==> src/include/pwt_pkg.sv <==
// constants and types of the pwm timer and watchdog unit
package pwt_pkg;

    // ************************************************************
    // register map: addr[7:5] picks a timer block or the watchdog block, addr[4:2] a word
    // ************************************************************
    localparam int NT = 5;
    localparam int AW = 8;
    localparam logic [2:0] R_CTRL = 3'h0;
    localparam logic [2:0] R_CMP0 = 3'h1;
    localparam logic [2:0] R_CMP1 = 3'h2;
    localparam logic [2:0] R_CNT = 3'h3;
    localparam logic [2:0] R_STAT = 3'h4;
    localparam logic [2:0] R_CAP0 = 3'h5;
    localparam logic [2:0] R_CAP1 = 3'h6;
    localparam logic [2:0] WD_BLK = 3'h5;
    localparam logic [2:0] R_WDCTRL = 3'h0;
    localparam logic [2:0] R_WDKEY = 3'h1;

    // ************************************************************
    // control word fields
    // ************************************************************
    localparam int F_PRE = 0;
    localparam int F_RUN = 8;
    localparam int F_RSRC = 9;
    localparam int F_SWRST = 11;
    localparam int F_IEN = 12;
    localparam int F_ACT0 = 17;
    localparam int F_ACT1 = 19;
    localparam int F_GPIO = 21;
    localparam int F_EDG0 = 22;
    localparam int F_EDG1 = 24;
    localparam logic [31:0] CTRL_MASK = 32'h03fff7ff;
    localparam logic [31:0] CTRL_RST = 32'h00000000;

    // status word bits
    localparam int S_OVF = 0;
    localparam int S_CMP0 = 1;
    localparam int S_CMP1 = 2;
    localparam int S_CAP0 = 3;
    localparam int S_CAP1 = 4;
    localparam int S_PIN = 8;
    localparam int NSRC = 5;

    // watchdog control bits
    localparam int W_EN = 0;
    localparam int W_HALF = 1;
    localparam int W_KEY = 0;

    localparam logic [23:0] MAX24 = 24'hffffff;
    localparam logic [23:0] MAX16 = 24'h00ffff;

    // ************************************************************
    // encodings
    // ************************************************************
    localparam logic [1:0] RS_WRAP = 2'h0;
    localparam logic [1:0] RS_CMP0 = 2'h1;
    localparam logic [1:0] RS_CMP1 = 2'h2;
    localparam logic [1:0] ACT_NONE = 2'h0;
    localparam logic [1:0] ACT_SET = 2'h1;
    localparam logic [1:0] ACT_CLR = 2'h2;
    localparam logic [1:0] ACT_TGL = 2'h3;
    localparam logic [1:0] EDG_OFF = 2'h0;
    localparam logic [1:0] EDG_RISE = 2'h1;
    localparam logic [1:0] EDG_FALL = 2'h2;
    localparam logic [1:0] EDG_BOTH = 2'h3;

    typedef struct packed {
        logic wr;
        logic rd;
        logic [AW-1:0] addr;
        logic [31:0] wdata;
    } pwt_bus_t;

    typedef enum logic {WD_OFF, WD_ON} pwt_wd_state_t;

endpackage : pwt_pkg

==> src/core/pwt_top.sv <==
// pwm timers (one 24-bit, four 16-bit) and watchdog with register port
// Functional notes
// - 24-bit counter behind 8-bit prescaler
// - 24-bit timer has two compare registers
// - compare writes buffered while running, loaded after match
// - capture edge selectable rise, fall, both
// - capture copies counter into capture register
// - 24-bit clear on wrap, compare, software
// - five separately enabled 24-bit interrupt sources
// - second compare match drives configured pin action
// - first 24-bit compare drives no pin action
// - pin level readable, pin usable as input
// - four 16-bit counters, own prescalers
// - 16-bit compares buffered while running, loaded after match
// - 16-bit clear on wrap, compare, software
// - 16-bit overflow, compare interrupts separately enabled
// - 16-bit compare match drives pin action
// - watchdog on slow oscillator resets on expiry
// - key write restarts the watchdog count
// - watchdog enable sticks until device reset
// - half timeout flag readable by software
//
// Implementation choices: strobed register access and the address map.
module pwt_top
    import pwt_pkg::*;
#(
    parameter int WD_TIMEOUT = 65536
) (
    input wire logic clk_sys,
    input wire logic nrst,
    input wire pwt_bus_t bus,
    output logic [31:0] rdata,
    input wire logic [1:0] cap_in,
    input wire logic [NT-1:0] pin_in,
    output logic [NT-1:0] pin_out,
    output logic [NT-1:0] pin_oe,
    output logic [NT-1:0] irq,
    input wire logic wd_osc,
    output logic wd_rst
);

    // ************************************************************
    // helpers
    // ************************************************************
    function automatic logic hit(input logic [AW-1:0] a, input int b,
                                 input logic [2:0] r);
        hit = a[7:5] == 3'(b) && a[4:2] == r;
    endfunction : hit
    function automatic logic [23:0] tmax(input int i);
        tmax = (i == 0) ? MAX24 : MAX16;
    endfunction : tmax
    function automatic logic pin_act(input logic [1:0] act, input logic p);
        case (act)
            ACT_SET: pin_act = 1'b1;
            ACT_CLR: pin_act = 1'b0;
            ACT_TGL: pin_act = ~p;
            default: pin_act = p;
        endcase
    endfunction : pin_act
    function automatic logic edge_hit(input logic [1:0] m, input logic q,
                                      input logic d);
        case (m)
            EDG_RISE: edge_hit = !q && d;
            EDG_FALL: edge_hit = q && !d;
            EDG_BOTH: edge_hit = q != d;
            default: edge_hit = 1'b0;
        endcase
    endfunction : edge_hit

    // ************************************************************
    // state
    // ************************************************************
    logic [31:0] ctrl [NT];
    logic [7:0] pre [NT];
    logic [23:0] cnt [NT];
    logic [23:0] buf0 [NT];
    logic [23:0] buf1 [NT];
    logic [23:0] act0 [NT];
    logic [23:0] act1 [NT];
    logic [NT-1:0] pend0;
    logic [NT-1:0] pend1;
    logic [NSRC-1:0] stat [NT];
    logic [23:0] cap0;
    logic [23:0] cap1;
    logic [1:0] cap_q;
    logic [NT-1:0] tick;
    logic [NT-1:0] wrap;
    logic [NT-1:0] m0;
    logic [NT-1:0] m1;
    logic [NT-1:0] swr;
    logic [NT-1:0] clr_cnt;
    logic [1:0] cap_ev;
    logic [31:0] next_rdata;

    always_comb begin
        for (int i = 0; i < NT; i++) begin
            tick[i] = ctrl[i][F_RUN] && pre[i] == ctrl[i][F_PRE+:8];
            wrap[i] = tick[i] && cnt[i] == tmax(i);
            m0[i] = tick[i] && cnt[i] == act0[i];
            m1[i] = tick[i] && cnt[i] == act1[i];
            swr[i] = bus.wr && hit(bus.addr, i, R_CTRL) && bus.wdata[F_SWRST];
            case (ctrl[i][F_RSRC+:2])
                RS_CMP0: clr_cnt[i] = m0[i];
                RS_CMP1: clr_cnt[i] = m1[i];
                default: clr_cnt[i] = wrap[i];
            endcase
        end
        cap_ev[0] = edge_hit(ctrl[0][F_EDG0+:2], cap_q[0], cap_in[0]);
        cap_ev[1] = edge_hit(ctrl[0][F_EDG1+:2], cap_q[1], cap_in[1]);
    end

    // ************************************************************
    // control registers
    // ************************************************************
    always_ff @(posedge clk_sys or negedge nrst) begin
        if (!nrst) begin
            ctrl <= '{default: CTRL_RST};
        end else begin
            for (int i = 0; i < NT; i++) begin
                if (bus.wr && hit(bus.addr, i, R_CTRL)) begin
                    ctrl[i] <= bus.wdata & CTRL_MASK;
                end
            end
        end
    end

    // ************************************************************
    // prescalers and counters
    // ************************************************************
    always_ff @(posedge clk_sys or negedge nrst) begin
        if (!nrst) begin
            pre <= '{default: 8'h00};
            cnt <= '{default: 24'h000000};
        end else begin
            for (int i = 0; i < NT; i++) begin
                if (swr[i]) begin
                    pre[i] <= 8'h00;
                    cnt[i] <= 24'h000000;
                end else if (tick[i]) begin
                    pre[i] <= 8'h00;
                    if (clr_cnt[i] || wrap[i]) begin
                        cnt[i] <= 24'h000000;
                    end else begin
                        cnt[i] <= cnt[i] + 24'h000001;
                    end
                end else if (ctrl[i][F_RUN]) begin
                    pre[i] <= pre[i] + 8'h01;
                end
            end
        end
    end

    // ************************************************************
    // compare shadow buffers
    // ************************************************************
    always_ff @(posedge clk_sys or negedge nrst) begin
        if (!nrst) begin
            buf0 <= '{default: 24'h000000};
            buf1 <= '{default: 24'h000000};
            act0 <= '{default: 24'h000000};
            act1 <= '{default: 24'h000000};
            pend0 <= '0;
            pend1 <= '0;
        end else begin
            for (int i = 0; i < NT; i++) begin
                if (m0[i] && pend0[i]) begin
                    act0[i] <= buf0[i];
                    pend0[i] <= 1'b0;
                end
                if (m1[i] && pend1[i]) begin
                    act1[i] <= buf1[i];
                    pend1[i] <= 1'b0;
                end
                if (bus.wr && hit(bus.addr, i, R_CMP0)) begin
                    buf0[i] <= bus.wdata[23:0] & tmax(i);
                    if (ctrl[i][F_RUN]) begin
                        pend0[i] <= 1'b1;
                    end else begin
                        act0[i] <= bus.wdata[23:0] & tmax(i);
                    end
                end
                if (bus.wr && hit(bus.addr, i, R_CMP1)) begin
                    buf1[i] <= bus.wdata[23:0] & tmax(i);
                    if (ctrl[i][F_RUN]) begin
                        pend1[i] <= 1'b1;
                    end else begin
                        act1[i] <= bus.wdata[23:0] & tmax(i);
                    end
                end
            end
        end
    end

    // ************************************************************
    // capture inputs (long timer only)
    // ************************************************************
    always_ff @(posedge clk_sys or negedge nrst) begin
        if (!nrst) begin
            cap_q <= 2'b00;
            cap0 <= 24'h000000;
            cap1 <= 24'h000000;
        end else begin
            cap_q <= cap_in;
            if (cap_ev[0]) begin
                cap0 <= cnt[0];
            end
            if (cap_ev[1]) begin
                cap1 <= cnt[0];
            end
        end
    end

    // ************************************************************
    // event flags and interrupt requests; a set beats a clear
    // ************************************************************
    always_ff @(posedge clk_sys or negedge nrst) begin
        if (!nrst) begin
            stat <= '{default: '0};
            irq <= '0;
        end else begin
            for (int i = 0; i < NT; i++) begin
                logic [NSRC-1:0] set;
                logic [NSRC-1:0] clr;
                set = '0;
                clr = '0;
                set[S_OVF] = wrap[i];
                set[S_CMP0] = m0[i];
                set[S_CMP1] = m1[i];
                if (i == 0) begin
                    set[S_CAP0] = cap_ev[0];
                    set[S_CAP1] = cap_ev[1];
                end
                if (bus.wr && hit(bus.addr, i, R_STAT)) begin
                    clr = bus.wdata[NSRC-1:0];
                end
                stat[i] <= (stat[i] & ~clr) | set;
                irq[i] <= |(stat[i] & ctrl[i][F_IEN+:NSRC]);
            end
        end
    end

    // ************************************************************
    // output pins
    // ************************************************************
    always_ff @(posedge clk_sys or negedge nrst) begin
        if (!nrst) begin
            pin_out <= '0;
            pin_oe <= '0;
        end else begin
            for (int i = 0; i < NT; i++) begin
                logic p;
                p = pin_out[i];
                if (i != 0 && m0[i]) begin
                    p = pin_act(ctrl[i][F_ACT0+:2], p);
                end
                if (m1[i]) begin
                    p = pin_act(ctrl[i][F_ACT1+:2], p);
                end
                pin_out[i] <= p;
                pin_oe[i] <= !ctrl[i][F_GPIO];
            end
        end
    end

    // ************************************************************
    // watchdog, counted on slow oscillator rising edges
    // ************************************************************
    pwt_wd_state_t wd_st;
    logic wd_osc_q;
    logic [31:0] wd_cnt;
    logic wd_half;
    logic wd_edge;
    logic wd_kick;
    assign wd_edge = wd_osc && !wd_osc_q;
    assign wd_kick = bus.wr && hit(bus.addr, WD_BLK, R_WDKEY)
                     && bus.wdata[W_KEY];
    always_ff @(posedge clk_sys or negedge nrst) begin
        if (!nrst) begin
            wd_st <= WD_OFF;
        end else begin
            case (wd_st)
                WD_OFF: begin
                    if (bus.wr && hit(bus.addr, WD_BLK, R_WDCTRL)
                        && bus.wdata[W_EN]) begin
                        wd_st <= WD_ON;
                    end
                end
                WD_ON: wd_st <= WD_ON;
                default: wd_st <= WD_OFF;
            endcase
        end
    end
    always_ff @(posedge clk_sys or negedge nrst) begin
        if (!nrst) begin
            wd_osc_q <= 1'b0;
            wd_cnt <= 32'h00000000;
            wd_half <= 1'b0;
            wd_rst <= 1'b0;
        end else begin
            wd_osc_q <= wd_osc;
            wd_rst <= 1'b0;
            if (wd_kick || wd_st == WD_OFF) begin
                wd_cnt <= 32'h00000000;
                wd_half <= 1'b0;
            end else if (wd_edge) begin
                if (wd_cnt == 32'(WD_TIMEOUT - 1)) begin
                    wd_cnt <= 32'h00000000;
                    wd_half <= 1'b0;
                    wd_rst <= 1'b1;
                end else begin
                    wd_cnt <= wd_cnt + 32'h00000001;
                    if (wd_cnt + 32'h00000001 == 32'(WD_TIMEOUT / 2)) begin
                        wd_half <= 1'b1;
                    end
                end
            end
        end
    end

    // ************************************************************
    // register read port
    // ************************************************************
    always_comb begin
        next_rdata = 32'h00000000;
        for (int i = 0; i < NT; i++) begin
            if (bus.addr[7:5] == 3'(i)) begin
                case (bus.addr[4:2])
                    R_CTRL: next_rdata = ctrl[i];
                    R_CMP0: next_rdata = {8'h00, buf0[i]};
                    R_CMP1: next_rdata = {8'h00, buf1[i]};
                    R_CNT: next_rdata = {8'h00, cnt[i]};
                    R_STAT: begin
                        next_rdata[NSRC-1:0] = stat[i];
                        next_rdata[S_PIN] = ctrl[i][F_GPIO] ? pin_in[i]
                                            : pin_out[i];
                    end
                    R_CAP0: next_rdata = (i == 0) ? {8'h00, cap0} : 32'h0;
                    R_CAP1: next_rdata = (i == 0) ? {8'h00, cap1} : 32'h0;
                    default: next_rdata = 32'h00000000;
                endcase
            end
        end
        if (bus.addr[7:5] == WD_BLK && bus.addr[4:2] == R_WDCTRL) begin
            next_rdata[W_EN] = wd_st == WD_ON;
            next_rdata[W_HALF] = wd_half;
        end
    end

    always_ff @(posedge clk_sys or negedge nrst) begin
        if (!nrst) begin
            rdata <= 32'h00000000;
        end else begin
            rdata <= bus.rd ? next_rdata : 32'h00000000;
        end
    end
endmodule : pwt_top

==> config.mk <==
export PLATFORM = sky130hd
export DESIGN_NAME = pwt_top
export DESIGN_NICKNAME = d
export VERILOG_FILES = /design/src/include/pwt_pkg.sv /design/src/core/pwt_top.sv
export SDC_FILE = /design/constraint.sdc
export NUM_CORES = 2
export LEC_CHECK = 0
export BUFFER_PORTS_ARGS = -buffer_cell sky130_fd_sc_hd__buf_2
export CORE_MARGIN = 4
export CORE_UTILIZATION = 45
export CTS_CLUSTER_DIAMETER = 120
export DETAILED_ROUTE_END_ITERATION = 8
export PLACE_DENSITY = 0.64
export SLEW_MARGIN = 0
export SYNTH_ARGS = -nofsm -noshare
export SYNTH_HDL_FRONTEND = slang
export SYNTH_SLANG_ARGS = --single-unit
==> constraint.sdc <==
create_clock -name clk_sys -period 2.6 [get_ports clk_sys]
set_input_delay 0.78 -clock clk_sys [delete_from_list [all_inputs] [get_ports clk_sys]]
set_output_delay 0.78 -clock clk_sys [all_outputs]
set_load 0.01 [all_outputs]
# Word-level counts from Yosys, hierarchy flattened
# Cells that the tools add are included.
# totals
regBits,869
input_bits,52
output_inout_bits,48
word_cells,461
# op_classes
n_addsub,11
eq_ne,78
mux,163
bitwise_logic,30
reduce_logical,124
# ops
cell,count
$mux 24,45
$pmux 23 s5,4
$mux 32,8
$eq 24x24->1,10
$add 24x1->24 const B,5
$mux 8,15
$pmux 17 s6,1
$pmux 5 s5,4
$eq 24x16->1 const B,4
$logic_and 1x1->1,86
$eq 32x16->1 const B,2
$pmux 3 s5,4
$eq 2x2->1 const B,27
$mux 1,51
$and 5x5->5,10
$add 8x1->8 const B,5
$eq 8x8->1,5
$pmux 5 s7,1
$pmux 1 s3,11
$add 32x1->32 const B,1
$eq 2x1->1 const B,16
$mux 26,1
$mux 5,5
$not 5->5,5
20 further kinds,80

# Depth between registers and ports, before layout
# logic_depth
word_depth,13
ltp_mapped,11
ltp_nobuf,8

# Least setup slack after synthesis
# Ideal clock, no wire load.
# synth_timing
kind,input -> register
start,input port bus[34] in the netlist's numbering
end,register cnt[40] in the netlist's numbering
arrival_ns,2.548
path_slack_ns,-0.069
path_stages,10
path_buffers,3
path_cell_list,buf_2 > or3_1 > clkbuf_1 > or3_1 > o31ai_1 > buf_4 > nand4_2 > nor2_1 > xnor2_1 > nor2_1
# synth_between
elab_chain_cells,5
# synth_rtl
element,line_no,source
from (decl),pwt_top.sv:31,"input wire pwt_bus_t bus,"
$logic_not 3->1 *,pwt_top.sv:47,hit = a[7:5] == 3'(b) && a[4:2] == r;
$logic_and 1x1->1 *,pwt_top.sv:47,
$logic_and 1x1->1 * (2 in a row),pwt_top.sv:101,"swr[i] = bus.wr && hit(bus.addr, i, R_CTRL) && bus.wdata[F_SWRST];"
$mux 24 / $reduce_bool 2->1 (equally long branches),--,
"to (signal, indexed assignment)",pwt_top.sv:144,cnt[i] <= cnt[i] + 24'h000001;
to (decl),pwt_top.sv:75,logic [23:0] cnt [NT];
# Every way passes the cells marked *; elsewhere a longest branch is shown, timed or not.
# A chain may end at the register's enable or synchronous reset.

# Worst setup path in the final report
# layout_timing
start,register pre[27] in the netlist's numbering
end,register cnt[83] in the netlist's numbering
# layout_between
elab_chain_cells,8
# layout_rtl
element,line_no,source
from (decl),pwt_top.sv:74,logic [7:0] pre [NT];
"from (signal, indexed assignment)",pwt_top.sv:147,pre[i] <= pre[i] + 8'h01;
$eq 8x8->1 *,pwt_top.sv:97,tick[i] = ctrl[i][F_RUN] && pre[i] == ctrl[i][F_PRE+:8];
$logic_and 1x1->1 *,pwt_top.sv:97,
"$logic_and 1x1->1, on equally long branches","pwt_top.sv:98, pwt_top.sv:99, pwt_top.sv:100",
$pmux 1 s2,pwt_top.sv:102,case (ctrl[i][F_RSRC+:2])
$logic_or 1x1->1,pwt_top.sv:141,if (clr_cnt[i] || wrap[i]) begin
$mux 24,pwt_top.sv:141,
$mux 24,pwt_top.sv:139,end else if (tick[i]) begin
$mux 24,pwt_top.sv:136,if (swr[i]) begin
# Every way passes the cells marked *; elsewhere a longest branch is shown, timed or not. The select of a mux whose other input is x is not followed.

==> out/qor.csv <==
metric,value,unit
Max stage delay on crit path,590,ps
Worst Skew,19.6,ps
Worst setup SP type,register,
Final Hold Viols,0,
Slowest cell on crit path,or4_1,
dpl cells,5682,
"Core Util, Final",54.3,%
core box area,97000,um2
DR DRC count,0,
root buffer cell,clkbuf_16,
HP Class,in -> reg,
Seq cells post-synth,863,
"Arr. time, crit path",3050,ps
Slew HR,26.0,%
hpwl dp,110,mm
peak supply drop,0.475,mV
Finish-stage setup viols,0,
Setup crit end kind,register,
Syn-to-layout area delta,19.5,%
Vias/cell,5.98,
Total GRT Usage,28.9,%
wire per inst,25.7,um
standard-cell rows,114,
CP cell instances,"xnor2_1, nand4_1, or3_4, or4_1, and2_1, o21ai_4, clkbuf_16, nor2_1",
vias in the first global route,34348,
buffers added on ports,85,
Worst-path clk slew,60,ps
Max Clock Freq,401,MHz
Finished Layout Cells,5861,
first-pass GRT wire length,225,mm
layout cells sized above 1,26.1,%
drt total wl,150,mm
Post-synth top cells,"dfrtp_1, nand2_1, mux2_2",
Starting Density,45.4,%
async set or reset register ratio after synthesis,100,%
total gr overflow,0,
worst-margin pin slew,1110,ps
detailed-route via count,35020,
ys flop type,dfrtp_1,
clock sink total,863,
first drt pass iteration count,6,
minimum clock period,2490,ps
largest net degree at the start of global routing,106,
Synth area leaders,"dfrtp_1, mux2_2, xnor2_1",
DRT iter0 DRCs,4013,
critical path type,reg -> reg,
leading area contributor after synthesis,dfrtp_1,
GPL Wtd Cong,0.984,
die height,321,um
period utilization,95.8,%
CP max FO,7,
post-synthesis instance total,4174,
Clock H-tree levels,3,
clock latency on the worst-skew pair,680,ps
Syn Area/Cell,10.6,um2
Syn. warnings,0,
number of synthesized flops with an enable pin,0,
"Seq/Total Area, Yosys",49.0,%
Pwr Total,35.6,mW
Post-DP Area,49300,um2
die area,103000,um2
Mapped Area,44100,um2
Static Leak,24.1,nW
CTS tree,done,
cts bufs inserted,95,
Max Cap Viol,0,
share of the synthesized area in the top cell type,49.0,%
top-count cell post-synth,dfrtp_1,
outcome,completed,
"Slew Viols, Final",0,
initial antenna violation count,6,
kind of cell adding the most delay to the critical path,simple AND/OR/NAND/NOR gates,
die width,321,um
critical path buffer and inverter count,1,
Netlist cell types,93,
Nets,4586,
PD cells,676,nW/um2
final hold slack,250,ps
io pins,100,
ANT nets after route,0,
fill count,8402,
Longest Clk Path Bufs,3,
"Req. time, crit path",3160,ps
"Design Area, Final",52700,um2
worst paths after layout:
kind | to | slack (ps) | from | cells past startpoint
max | cnt[83]$_DFFE_PN0P_ | 110 | pre[27]$_DFFE_PN0P_ | 8
min | cap_q[0]$_DFF_PN0_ | 250 | cap_in[0] | 1
max reg2reg | cnt[83]$_DFFE_PN0P_ | 110 | pre[27]$_DFFE_PN0P_ | 8
min reg2reg | pend1[0]$_DFF_PN0_ | 500 | pend1[0]$_DFF_PN0_ | 1
max in group asynchronous | cnt[17]$_DFFE_PN0P_ | 1120 | nrst | 3
min in group asynchronous | cnt[67]$_DFFE_PN0P_ | 550 | nrst | 2
per-layer routing:
layer  vias up  GRT usage, %  part of all wire [%]
li1      15382             -                     -
met1     17576          41.6                    43
met2      1715          42.5                    43
met3       345          6.45                   9.8
met4         2          11.7                   4.6
met5         -             0                0.0086
cell families after synthesis:
family,synth area share (%)
adder cells (fa/ha/maj),0.710
buffers and inverters,4.03
AND/OR/NAND/NOR,12.7
flip-flops,49.0
multiplexers,14.7
AO/OA/AOI/OAI,10.4
XOR/XNOR,8.47
other,0.00851
sequential cells by signal (all words and copies together) (netlist names), 5 cells and up:
signal	count
cap1	24
pend1	5
irq	5
pre	40
wd_cnt	32
buf1	88
cap0	24
stat	25
pend0	5
cnt	120
ctrl	125
rdata	26
pin_out	5
pin_oe	5
act1	120
act0	120
buf0	88
cell type report:
type / instances / area (um2) / area share, %
antenna: 4 / 10.0 / 0.0190
inverter: 57 / 214 / 0.406
tap: 1276 / 1600 / 3.03
clock buffer: 137 / 2830 / 5.37
clock inverter: 32 / 394 / 0.749
multi-input combinational: 2895 / 20900 / 39.7
timing repair buffer: 597 / 5110 / 9.70
sequential: 863 / 21600 / 41.0
layout by cell type, fill, tap and decap left out, drive strengths merged, types with 11 or more instances in the layout:
cell / n
and3: 38
a21oi: 69
or3: 17
buf: 595
o22ai: 39
o21ai: 278
mux2: 359
mux2i: 228
nor4: 42
ha: 25
clkbuf: 138
nor2b: 20
nor3: 46
dfrtp: 863
xnor2: 321
nand4: 104
a22o: 20
nand3: 78
clkinv: 18
nand2: 393
nand2b: 15
o31ai: 25
and4: 15
inv: 60
a222oi: 11
a22oi: 105
nor2: 259
a221oi: 39
and2: 80
xor2: 105
a31oi: 25
what timing repair did:
action / in CTS / in global routing
hold buffers: 1 / 0
gates resized for setup: 0 / 16
setup endpoints to repair: 0 / 162
hold endpoints to repair: 18 / 0
buffers inserted: 0 / 3
metrics by stage:
stage	setup TNS (ps)	worst slack, ps
6_report	0	108
3_5_place_dp	-121650	-527
3_3_place_gp	-101330	-491
4_1_cts	0	73.4
2_1_floorplan	0	5.38
5_1_grt	-50.8	-26.6
power by group:
part,switching (mW),internal (mW),total [mW]
clock network,5.71,8.32,14.0
registers,1.55,14.9,16.5
logic,2.65,2.42,5.07
No activity file was read; power rests on OpenSTA's default activity.
